===== config.mk =====
export PLATFORM = sky130hd
export DESIGN_NAME = object_server
export DESIGN_NICKNAME = d
export VERILOG_FILES = /design/src/hdl/object_server.v
export VERILOG_INCLUDE_DIRS = /design/src /design/src/hdl
export SDC_FILE = /design/constraint.sdc
export NUM_CORES = 1
export LEC_CHECK = 0
export BUFFER_PORTS_ARGS = -buffer_cell sky130_fd_sc_hd__buf_2
export CAP_MARGIN = 0
export CORE_AREA = 10 10 253 255
export CTS_CLUSTER_DIAMETER = 80
export DETAILED_ROUTE_END_ITERATION = 8
export DIE_AREA = 0 0 263 265
export PLACE_DENSITY_LB_ADDON = 0.05
export SYNTH_ARGS = -nofsm -noshare
export SYNTH_HDL_FRONTEND = slang
export SYNTH_SLANG_ARGS = --single-unit

===== constraint.sdc =====
create_clock -name ref_clk -period 11.9 [get_ports ref_clk]
set_clock_uncertainty 0.2 [all_clocks]
set_input_delay 1.785 -clock ref_clk [delete_from_list [all_inputs] [get_ports ref_clk]]
set_output_delay 1.785 -clock ref_clk [all_outputs]
set_load 0.05 [all_outputs]

===== src/hdl/object_server_defines.vh =====
// Constants for the service data object server engine.
`ifndef OBJECT_SERVER_DEFINES_VH
`define OBJECT_SERVER_DEFINES_VH

// Abort codes
`define ABT_NO_OBJECT    32'h06020000
`define ABT_NO_SUBINDEX  32'h08000000
`define ABT_CMD_ERROR    32'h05040001
`define ABT_WRITE_ONLY   32'h06010001
`define ABT_READ_ONLY    32'h06010002
`define ABT_TYPE_LENGTH  32'h06070010

// Command specifiers, byte 0 bits 7:5
`define CCS_DN_SEGMENT   3'h0
`define CCS_INIT_DN      3'h1
`define CCS_INIT_UP      3'h2
`define CCS_ABORT        3'h4
`define SCS_DN_SEGMENT   3'h1
`define SCS_INIT_UP      3'h2
`define SCS_INIT_DN      3'h3

// Payload limits in bytes
`define EXP_MAX_BYTES    3'h4
`define SEG_MAX_BYTES    3'h7

// Link states written by software
`define LINK_INIT        4'h1
`define LINK_PREOP       4'h2
`define LINK_SAFEOP      4'h4
`define LINK_OP          4'h8
`define LINK_RESET_VAL   4'h1

// Register offsets
`define REG_LINK_STATE   4'h0
`define REG_STATUS       4'h4
`define REG_LAST_ABORT   4'h8

// Engine states
`define ST_IDLE          3'h0
`define ST_DECODE        3'h1
`define ST_LOOKUP        3'h2
`define ST_STORE         3'h3
`define ST_LOAD          3'h4

`endif


===== src/hdl/object_server.v =====
// Service data object server: message interpreter and register port.
`timescale 1ns/1ps
`include "object_server_defines.vh"

// Overview of operation
// - Serve messages only in preop, safeop, op
// - Abort: command 4, selector, 4-byte code
// - Absent index aborts with 06020000
// - Absent nonzero sub-index aborts with 08000000
// - Unsupported command byte aborts with 05040001
// - Download access errors abort 06020000/06010002
// - Normal sized download length mismatch aborts
// - Expedited sized download size mismatch aborts
// - Failed store aborts with its own code
// - Wrong segment toggle aborts with 06020000
// - Early last segment aborts with 06020000
// - Foreign non-abort message mid-download aborts 05040001
// - Segment request 0, reply 1, seven bytes
// - Toggle starts 0, alternates, reply echoes it
// - Upload access errors abort 06020000/06010001
// - Failed short read aborts with its code
// - Upload request and reply command 2
// - Normal upload size little-endian bytes 4-7
// - Unused count only when expedited and sized
// - Unused and reserved bits sent as zero
// - Replies response type, aborts request type
module object_server (
  input  wire        ref_clk,
  input  wire        rst,
  input  wire [3:0]  reg_addr,
  input  wire [31:0] reg_wdata,
  input  wire        reg_wr,
  input  wire        reg_rd,
  output reg  [31:0] reg_rdata,
  input  wire        rx_valid,
  input  wire [63:0] rx_data,
  output reg         rx_ready,
  output reg         tx_valid,
  output reg  [63:0] tx_data,
  output reg         tx_response,
  output reg         dict_req,
  output reg  [15:0] dict_index,
  output reg  [7:0]  dict_sub,
  input  wire        dict_ack,
  input  wire        dict_idx_found,
  input  wire        dict_sub_found,
  input  wire        dict_acc_none,
  input  wire        dict_acc_rd,
  input  wire        dict_acc_wr,
  input  wire [31:0] dict_size,
  output reg         store_req,
  output reg  [55:0] store_data,
  output reg  [2:0]  store_len,
  output reg         store_last,
  input  wire        store_done,
  input  wire        store_fail,
  input  wire [31:0] store_code,
  output reg         load_req,
  input  wire        load_done,
  input  wire        load_fail,
  input  wire [31:0] load_code,
  input  wire [31:0] load_data
);

  // ---------------------------------------------------------------
  // State
  // ---------------------------------------------------------------
  reg  [3:0]  link_state_request_reg;
  reg  [31:0] last_abort;
  reg  [2:0]  state;
  reg  [63:0] msg;
  reg  [23:0] xfer_mux;
  reg         seg_active;
  reg         exp_toggle;
  reg  [31:0] rcv_count;
  reg  [31:0] xfer_size;

  wire [2:0]  ccs      = msg[7:5];
  wire        seg_t    = msg[4];
  wire [2:0]  seg_n    = msg[3:1];
  wire        seg_c    = msg[0];
  wire [1:0]  ini_n    = msg[3:2];
  wire        ini_e    = msg[1];
  wire        ini_s    = msg[0];
  wire [2:0]  seg_len  = `SEG_MAX_BYTES - seg_n;
  wire [2:0]  exp_len  = `EXP_MAX_BYTES - {1'b0, ini_n};
  wire [31:0] seg_sum  = rcv_count + {29'h0, seg_len};
  wire        size_big = dict_size > {29'h0, `EXP_MAX_BYTES};
  // Taken from the captured size: the lookup result is gone by now
  wire [2:0]  up_n     = `EXP_MAX_BYTES - xfer_size[2:0];

  wire link_ok = (link_state_request_reg == `LINK_PREOP) ||
                 (link_state_request_reg == `LINK_SAFEOP) ||
                 (link_state_request_reg == `LINK_OP);

  // ---------------------------------------------------------------
  // Limitations
  // ---------------------------------------------------------------
  // Segment data beyond the announced size is passed to the store
  // side unchecked; the store side may refuse it with its own code.
  // Uploads longer than four bytes get a sized reply only; the
  // upload segments that would follow are refused as commands.
  // Link state values other than the three serving encodings serve nothing.
  // An abort from the client is never answered; it only clears the
  // transfer in progress.

  // ---------------------------------------------------------------
  // Request checks
  // ---------------------------------------------------------------
  // Sub-index 0 names the entry count and is never refused
  wire        sub_missing  = (msg[31:24] != 8'h00) &&
                             !dict_sub_found;
  wire        norm_len_bad = ini_s &&
                             (msg[63:32] != dict_size);
  wire        exp_len_bad  = ini_s &&
                             (size_big ||
                              ({29'h0, exp_len} != dict_size));
  wire        tgl_bad      = (seg_t != exp_toggle);
  wire        seg_short    = seg_c &&
                             (seg_sum < xfer_size);
  wire        seg_foreign  = (ccs != `CCS_DN_SEGMENT);
  wire        init_cmd     = (ccs == `CCS_INIT_DN) ||
                             (ccs == `CCS_INIT_UP);
  // An unsized expedited write stores what fits four bytes; the
  // client then owns any mismatch with the entry size
  wire [2:0]  exp_store    = ini_s ? exp_len :
                             (size_big ? `EXP_MAX_BYTES :
                              dict_size[2:0]);

  // ---------------------------------------------------------------
  // Answer words
  // ---------------------------------------------------------------
  // X and reserved bits of every command byte are tied to zero
  wire [7:0]  abort_cmd    = {`CCS_ABORT, 5'h00};
  wire [7:0]  dn_init_cmd  = {`SCS_INIT_DN, 5'h00};
  wire [7:0]  dn_seg_cmd   = {`SCS_DN_SEGMENT, seg_t,
                              4'h0};
  wire [7:0]  up_size_cmd  = {`SCS_INIT_UP, 5'h01};
  wire [7:0]  up_exp_cmd   = {`SCS_INIT_UP, 1'b0, up_n[1:0],
                              2'h3};
  // Mid-download the abort names the running transfer, not the
  // stray message that caused it
  wire [23:0] abort_sel    = seg_active ? xfer_mux : msg[31:8];
  // Clears the high bytes a short entry does not fill
  wire [31:0] up_mask      = ~(32'hFFFFFFFF <<
                               {xfer_size[2:0], 3'h0});
  wire [63:0] dn_init_word = {32'h0, msg[31:8], dn_init_cmd};
  wire [63:0] dn_seg_word  = {56'h0, dn_seg_cmd};
  wire [63:0] up_size_word = {dict_size, msg[31:8],
                              up_size_cmd};
  wire [63:0] up_exp_word  = {load_data & up_mask, msg[31:8],
                              up_exp_cmd};

  // ---------------------------------------------------------------
  // Status word
  // ---------------------------------------------------------------
  wire [31:0] status_word  = {26'h0, rx_ready, seg_active, exp_toggle,
                              state};

  // ---------------------------------------------------------------
  // Answer helpers
  // ---------------------------------------------------------------
  task send_abort;
    input [31:0] code;
    begin
      tx_data     <= {code, abort_sel, abort_cmd};
      tx_response <= 1'b0;
      tx_valid    <= 1'b1;
      last_abort  <= code;
      seg_active  <= 1'b0;
      exp_toggle  <= 1'b0;
      state       <= `ST_IDLE;
      rx_ready    <= 1'b1;
    end
  endtask

  task send_reply;
    input [63:0] data;
    begin
      tx_data     <= data;
      tx_response <= 1'b1;
      tx_valid    <= 1'b1;
      state       <= `ST_IDLE;
      rx_ready    <= 1'b1;
    end
  endtask

  // ---------------------------------------------------------------
  // Register port
  // ---------------------------------------------------------------
  // Read data live for one cycle only, zero otherwise, so a bus
  // fabric may OR several slaves together
  always @(posedge ref_clk or posedge rst) begin
    if (rst) begin
      link_state_request_reg <= `LINK_RESET_VAL;
      reg_rdata              <= 32'h00000000;
    end else begin
      if (reg_wr && reg_addr == `REG_LINK_STATE)
        link_state_request_reg <= reg_wdata[3:0];
      if (reg_rd) begin
        case (reg_addr)
          `REG_LINK_STATE: reg_rdata <= {28'h0, link_state_request_reg};
          `REG_STATUS:     reg_rdata <= status_word;
          `REG_LAST_ABORT: reg_rdata <= last_abort;
          default:         reg_rdata <= 32'h00000000;
        endcase
      end else begin
        reg_rdata <= 32'h00000000;
      end
    end
  end

  // ---------------------------------------------------------------
  // Message engine
  // ---------------------------------------------------------------
  // IDLE    waits for a frame while the link serves
  // DECODE  sorts client aborts, segments and initiates
  // LOOKUP  waits for the dictionary verdict on the selector
  // STORE   waits for the write of one expedited word or segment
  // LOAD    waits for the read of a short entry
  // No path out of LOOKUP, STORE or LOAD raises rx_ready again without an answer, so a
  // lost dictionary answer stalls the link until reset; the client
  // side is expected to time out.
  always @(posedge ref_clk or posedge rst) begin
    if (rst) begin
      state       <= `ST_IDLE;
      msg         <= 64'h0000000000000000;
      xfer_mux    <= 24'h000000;
      seg_active  <= 1'b0;
      exp_toggle  <= 1'b0;
      rcv_count   <= 32'h00000000;
      xfer_size   <= 32'h00000000;
      last_abort  <= 32'h00000000;
      rx_ready    <= 1'b1;
      tx_valid    <= 1'b0;
      tx_data     <= 64'h0000000000000000;
      tx_response <= 1'b0;
      dict_req    <= 1'b0;
      dict_index  <= 16'h0000;
      dict_sub    <= 8'h00;
      store_req   <= 1'b0;
      store_data  <= 56'h00000000000000;
      store_len   <= 3'h0;
      store_last  <= 1'b0;
      load_req    <= 1'b0;
    end else begin
      tx_valid  <= 1'b0;
      dict_req  <= 1'b0;
      store_req <= 1'b0;
      load_req  <= 1'b0;
      case (state)
        `ST_IDLE: begin
          // Frames outside the serving states get no answer
          if (rx_valid && rx_ready && link_ok) begin
            msg      <= rx_data;
            rx_ready <= 1'b0;
            state    <= `ST_DECODE;
          end
        end
        `ST_DECODE: begin
          if (ccs == `CCS_ABORT) begin
            // Abort from the client: silent drop, no answer
            seg_active <= 1'b0;
            exp_toggle <= 1'b0;
            state      <= `ST_IDLE;
            rx_ready   <= 1'b1;
          end else if (seg_active) begin
            if (seg_foreign)
              send_abort(`ABT_CMD_ERROR);
            else if (tgl_bad)
              send_abort(`ABT_NO_OBJECT);
            else if (seg_short)
              send_abort(`ABT_NO_OBJECT);
            else begin
              store_req  <= 1'b1;
              store_data <= msg[63:8];
              store_len  <= seg_len;
              store_last <= seg_c;
              state      <= `ST_STORE;
            end
          end else if (init_cmd) begin
            dict_req   <= 1'b1;
            dict_index <= msg[23:8];
            dict_sub   <= msg[31:24];
            state      <= `ST_LOOKUP;
          end else begin
            send_abort(`ABT_CMD_ERROR);
          end
        end
        `ST_LOOKUP: begin
          if (dict_ack) begin
            if (!dict_idx_found)
              send_abort(`ABT_NO_OBJECT);
            else if (sub_missing)
              send_abort(`ABT_NO_SUBINDEX);
            else if (dict_acc_none)
              send_abort(`ABT_NO_OBJECT);
            else if (ccs == `CCS_INIT_DN) begin
              if (!dict_acc_wr)
                send_abort(`ABT_READ_ONLY);
              else if (!ini_e) begin
                if (norm_len_bad)
                  send_abort(`ABT_TYPE_LENGTH);
                else begin
                  seg_active <= 1'b1;
                  exp_toggle <= 1'b0;
                  rcv_count  <= 32'h00000000;
                  xfer_size  <= dict_size;
                  xfer_mux   <= msg[31:8];
                  send_reply(dn_init_word);
                end
              end else if (exp_len_bad)
                send_abort(`ABT_TYPE_LENGTH);
              else begin
                store_req  <= 1'b1;
                store_data <= {24'h000000, msg[63:32]};
                store_len  <= exp_store;
                store_last <= 1'b1;
                state      <= `ST_STORE;
              end
            end else begin
              if (!dict_acc_rd)
                send_abort(`ABT_WRITE_ONLY);
              else if (!size_big) begin
                load_req  <= 1'b1;
                xfer_size <= dict_size;
                state     <= `ST_LOAD;
              end else begin
                // Normal sized reply: byte count, LSB in byte 4
                send_reply(up_size_word);
              end
            end
          end
        end
        `ST_STORE: begin
          if (store_done) begin
            if (store_fail)
              send_abort(store_code);
            else if (seg_active) begin
              rcv_count  <= seg_sum;
              exp_toggle <= ~exp_toggle;
              if (store_last)
                seg_active <= 1'b0;
              // Reply echoes toggle, rest reserved zero
              send_reply(dn_seg_word);
            end else begin
              send_reply(dn_init_word);
            end
          end
        end
        `ST_LOAD: begin
          if (load_done) begin
            if (load_fail)
              send_abort(load_code);
            else
              // Expedited sized reply; unused high bytes zeroed
              send_reply(up_exp_word);
          end
        end
        default: begin
          state    <= `ST_IDLE;
          rx_ready <= 1'b1;
        end
      endcase
    end
  end

endmodule // object_server


=== Word-level counts from Yosys, hierarchy flattened ===
Cells that the tools add are included.

* Register bits: 379
* ROM bits: 0
* Input bits: 243
* Memories kept: 0
* Bits in writable memories: 0
* Bits in latches: 0
* Logic and storage cells: 360

* Eq/ne operators: 50
* $lt $le $gt $ge: 2
* Bitwise logic cells: 9
* Reduce and logical (&&, ||, !) cells: 32
* Mux-type cells: 240
* $mul: 0
* Add/sub/neg operators: 4
* Divide/modulo/power cells: 0
* Shifts and indexed selects: 1

{| class="wikitable"
|+ Operators by type and width
! operator !! count
|-
| 64-bit 2-to-1 mux || 20
|-
| 32-bit 2-to-1 mux || 39
|-
| 56-bit 2-to-1 mux || 13
|-
| 64-bit case mux with 4 select lines || 1
|-
| 32-bit case mux with 4 select lines || 1
|-
| 1-bit 2-to-1 mux || 118
|-
| 56-bit case mux with 2 select lines || 1
|-
| 32-bit case mux with 3 select lines || 1
|-
| 3-bit 2-to-1 mux || 27
|-
| 32-bit case mux with 2 select lines || 1
|-
| 59-bit 2-to-1 mux || 1
|-
| 2-bit inequality test, second input constant || 25
|-
| 32-bit by 3-bit adder with 32-bit output || 1
|-
| 32-bit bitwise AND || 1
|-
| 32-bit by 3-bit > comparator with 1-bit output, second input constant || 1
|-
| 32-bit < comparator || 1
|-
| 3-bit by 32-bit inequality test with 1-bit output || 1
|-
| 32-bit inequality test || 1
|-
| 32-bit inverter || 1
|-
| 32-bit by 6-bit left shift with 32-bit output, first input constant || 1
|-
| 24-bit 2-to-1 mux || 1
|-
| 12-bit AND reduction || 2
|-
| 10-bit AND reduction || 2
|-
| 9-bit AND reduction || 2
|-
| 38 further kinds || 75
|}

=== Depth between registers and ports, before layout ===
* Depth after elaboration: 13
* Mapped depth: 19

=== Worst setup path after synthesis ===
Ideal clock, no wire load.

* Path type: flip-flop to flip-flop
* From: register msg[2]
* To: register last_abort[10]
* Data required time: 11.572 ns
* Stages on the path, launching flop included: 18
* Slack: 7.234 ns
* Arrival time: 4.338 ns
* Setup time: 0.128 ns
* Path buffers: 1
* Path through: dfrtp_1 -> inv_1 -> ha_1 -> a21o_1 -> a21oi_1 -> nor4b_2 -> nand3_1 -> nor3_1 -> xor2_1 -> ha_1 -> nand4_1 -> nor4_1 -> nand2_1 -> a311oi_1 -> nor3b_1 -> o2111ai_2 -> buf_4 -> mux2_1

* Longest elaborated chain between the ends: 6
* Elaborated cells on any way between the ends: 11
* Those cells by class: 3 x add/sub; 1 x order compare; 3 x eq/ne; 4 x reduce/logical

{| class="wikitable"
|+ Ends and longest elaborated chain
! element !! RTL line !! text
|-
| start: declaration || object_server.v:71 || <nowiki>reg [63:0] msg;</nowiki>
|-
| start signal: assignment || object_server.v:255 || <nowiki>msg <= rx_data;</nowiki>
|-
| 3-bit subtractor (no line) / 3-bit by 2-bit subtractor with 3-bit output (equally long branches) || -- ||
|-
| 32-bit by 3-bit adder with 32-bit output / 3-bit by 32-bit inequality test with 1-bit output (equally long branches) || object_server.v:87, object_server.v:117 ||
|-
| 32-bit < comparator / 1-bit logical OR (equally long branches) || object_server.v:120, object_server.v:116 ||
|-
| 1-bit logical AND, on equally long branches || object_server.v:119, object_server.v:115 ||
|-
| 5-bit inequality test (no line) / 8-bit inequality test (equally long branches) || -- ||
|-
| 12-bit AND reduction (no line) * || -- ||
|-
| end signal: assignment || object_server.v:233 || <nowiki>last_abort <= 32'h00000000;</nowiki>
|-
| end: declaration || object_server.v:69 || <nowiki>reg [31:0] last_abort;</nowiki>
|}

Every way passes the cells marked *; elsewhere a longest branch is shown, timed or not.
A chain may end at the register's enable or synchronous reset.

=== Worst setup path after layout ===
* From: register msg[1]
* To: register store_len[1]

* Longest elaborated chain between the ends: 7
* Elaborated cells on any way between the ends: 13
* Those cells by class: 2 x add/sub; 1 x order compare; 2 x eq/ne; 6 x mux; 2 x reduce/logical

{| class="wikitable"
|+ Ends and longest elaborated chain
! element !! RTL line !! text
|-
| parallel branches: the longest is 7 deep, another holds 32-bit by 3-bit adder with 32-bit output || -- ||
|-
| end signal: assignment || object_server.v:277 || <nowiki>store_len <= seg_len;</nowiki>
|-
| end signal: assignment || object_server.v:317 || <nowiki>store_len <= exp_store;</nowiki>
|-
| end: declaration || object_server.v:53 || <nowiki>output reg [2:0] store_len,</nowiki>
|}

Parallel ways; which one is timed is not known. The select of a mux whose other input is x is not followed.

==> metrics <==
synthesized area per cell=10.8 um2; initial core utilization=31.8%; most frequent CP cell=ha_1; power per cell area=240 nW/um2; post-CTS sizing=0; CTS tree=yes; gate count after technology mapping=1724; Yosys top cell by area=dfrtp_1; DRT Pass-1 Iters=6; placed cell areas=21500 um2; Setup WS pre-CTS=5.17 ns; core area=58800 um2; RePlAce Congestion=0.875; vias per cell=5.44; design area=23100 um2; IO buf count=400; Max-cap violations=0; top_reg_cell synth=dfrtp_1; RSZ-0062 raised after global routing=no; die span in y=265 um; die area=69700 um2; grt ovf=0; Crit-path slowest cell=nor4b_2; worst skew pair latency=0.61 ns; Final nets=2370; hold buffers post-CTS=0; Post-Place Cells=2813; Setup Fix Bufs, Post-CTS=0; WP data required=12.19 ns; Worst Path Arrival=7.04 ns; vias in the first global route=16.3k; Hold Vio Cnt, Final=0; Multi-input gate area=8500 um2; post-route setup TNS=0 ns; critical path class=reg -> reg; CP endpoint kind=register; largest net degree at the start of global routing=76; Max Slew Vio Count=0; Iter 0 DRT Violations=1417; number of synthesized flops with an enable pin=0; kind of cell adding the most delay to the critical path=simple AND/OR/NAND/NOR gates; Yosys reg bits=379; Num CTS Buffers=47; final worst slack=5.15 ns; slowest stage delay, CP=0.71 ns; Fill cells=5911; Vias=15.8k; die width=263 um; drt wl/cell=27.8 um; most frequent cells after synthesis=377 x dfrtp_1, 161 x nand2_1, 130 x mux2_2; DP HPWL=59500 um; Setup-failing EPs final=0; area grow syn2layout=23.7%; worst path cell trace=inv_1 -> ha_1 -> a21o_1 -> a21oi_1 -> nor4b_2 -> nand3_1 -> nor3_1 -> xor2_1 -> ha_1 -> nand4_1 -> nor4_1 -> nand2_1 -> a311oi_1 -> o21a_1 -> o21ai_2 -> buf_4 -> inv_2 -> mux2_2; worst path buffer plus inverter count=3; largest cells by area after synthesis=dfrtp_1 51%, mux2_2 7.8%, nand2_1 3.2%, a21oi_1 3.2%, mux2_1 2.8%; H-tree Lvls=2; Synth Warn #=0; sequential fraction of the synthesis area=50.8%; top-count cell post-synth=dfrtp_1; Fmax=148 MHz; post-synthesis cell area=18700 um2; post-synthesis cell type count=78; Least-Margin Pin Slew=1.29 ns; Synth top area share=50.5%; initial antenna violation count=16; antenna viol nets, final=0; Clock Sinks=379; syn nets=2005; Final Critical Period=6.75 ns; Rel. slew slack=14.2%; Hold Path Class=reg -> reg; CTS max path bufs=3; critical path launch point type=register; period utilization=56.7%; ys async rst share=100%; global-route wire length before repair=117000 um; biggest regs=msg x64, tx_data x64, store_data x56; Boundary Pins=429; Reg area=9490 um2; GRT Util Overall=22.4%; Final Non-Filler Cells=2908; Overall Power=5540 uW; CP Max Fanout=37; Peak VDD IR=0.138 mV; DRC violation count after routing=0; Std-Cell Rows=89; outcome=completed; leakage power=0.0110 uW; Detailed Route WL=81000 um; layout cell share with drive strength beyond 1=31.0%; Clk pin slew, worst setup/hold paths=0.06 ns; Root Buffer=clkbuf_16
placed cells by master, fill, tap and decap left out, types with 16 or more instances in the layout:
cell	n
a21oi_1	120
a222oi_1	24
a22o_1	57
a22oi_1	17
a31oi_1	25
and2_1	33
buf_2	400
buf_4	29
clkbuf_16	47
dfrtp_1	377
ha_1	37
inv_1	70
mux2_1	47
mux2_2	130
mux2i_1	21
nand2_1	161
nand3_1	16
nand4_1	20
nor2_1	53
nor4_1	21
o21ai_0	84
o22a_1	40
xnor2_1	21
xor2_1	47
power by group:
part | internal (uW) | switching (uW)
clock network | 893 | 610
registers | 1610 | 403
logic | 664 | 1370
worst paths after layout:
kind | endpoint | slack (ns) | cells past startpoint | start
setup / recovery | store_len[1] | 5.15 | 18 | msg[1]
hold / removal | reg_rdata[13] | 0.27 | 1 | last_abort[13]
setup reg to reg | store_len[1] | 5.15 | 18 | msg[1]
hold reg to reg | reg_rdata[13] | 0.27 | 1 | last_abort[13]
max in group asynchronous | dict_index[2] | 8.29 | 4 | rst
min in group asynchronous | tx_response | 1.02 | 2 | rst
cell families after synthesis:
group / count (synthesis) / share of synthesized area (%)
AO/OA/AOI/OAI: 478 / 17.7
flip-flops: 379 / 50.8
AND/OR/NAND/NOR: 377 / 9.92
multiplexers: 198 / 11.8
buffers and inverters: 186 / 3.98
XOR/XNOR: 68 / 3.19
adder cells (fa/ha/maj): 38 / 2.59
cell type report:
| class | instances | share of cell area [%] |
|---|---|---|
| flip-flops and latches | 379 | 41.1 |
| clock buffers | 68 | 5.74 |
| repair buffers | 429 | 9.61 |
| clock inverters | 18 | 1.28 |
| inverters | 73 | 1.20 |
| multi-input cells | 1159 | 36.8 |
| well taps | 773 | 4.19 |
| diodes | 9 | 0.0975 |
layer usage:
layer,wire length [um],GRT usage (%)
met1,34400,28.6
met2,36400,35.1
met3,7490,7.56
met4,2500,7.10
met5,105,0
worst reg2reg max path: stages (launching register included):
cell and delay [ns]:
dfrtp_1 0.58, inv_1 0.20, ha_1 0.22, a21o_1 0.13
a21oi_1 0.20, nor4b_2 0.71, nand3_1 0.45, nor3_1 0.49
xor2_1 0.14, ha_1 0.33, nand4_1 0.17, nor4_1 0.36
nand2_1 0.10, a311oi_1 0.67, o21a_1 0.27, o21ai_2 0.07
buf_4 0.23, inv_2 0.71, mux2_2 0.42
through the flow:
step                      hold WS, ns  utilization (%)
after floorplan                 0.247                -
after global placement          0.257             36.5
after detailed placement        0.261             36.5
after CTS                       0.272             39.2
after global routing            0.284             39.2
final                           0.268             39.3
(Power assumes the default switching activity.)
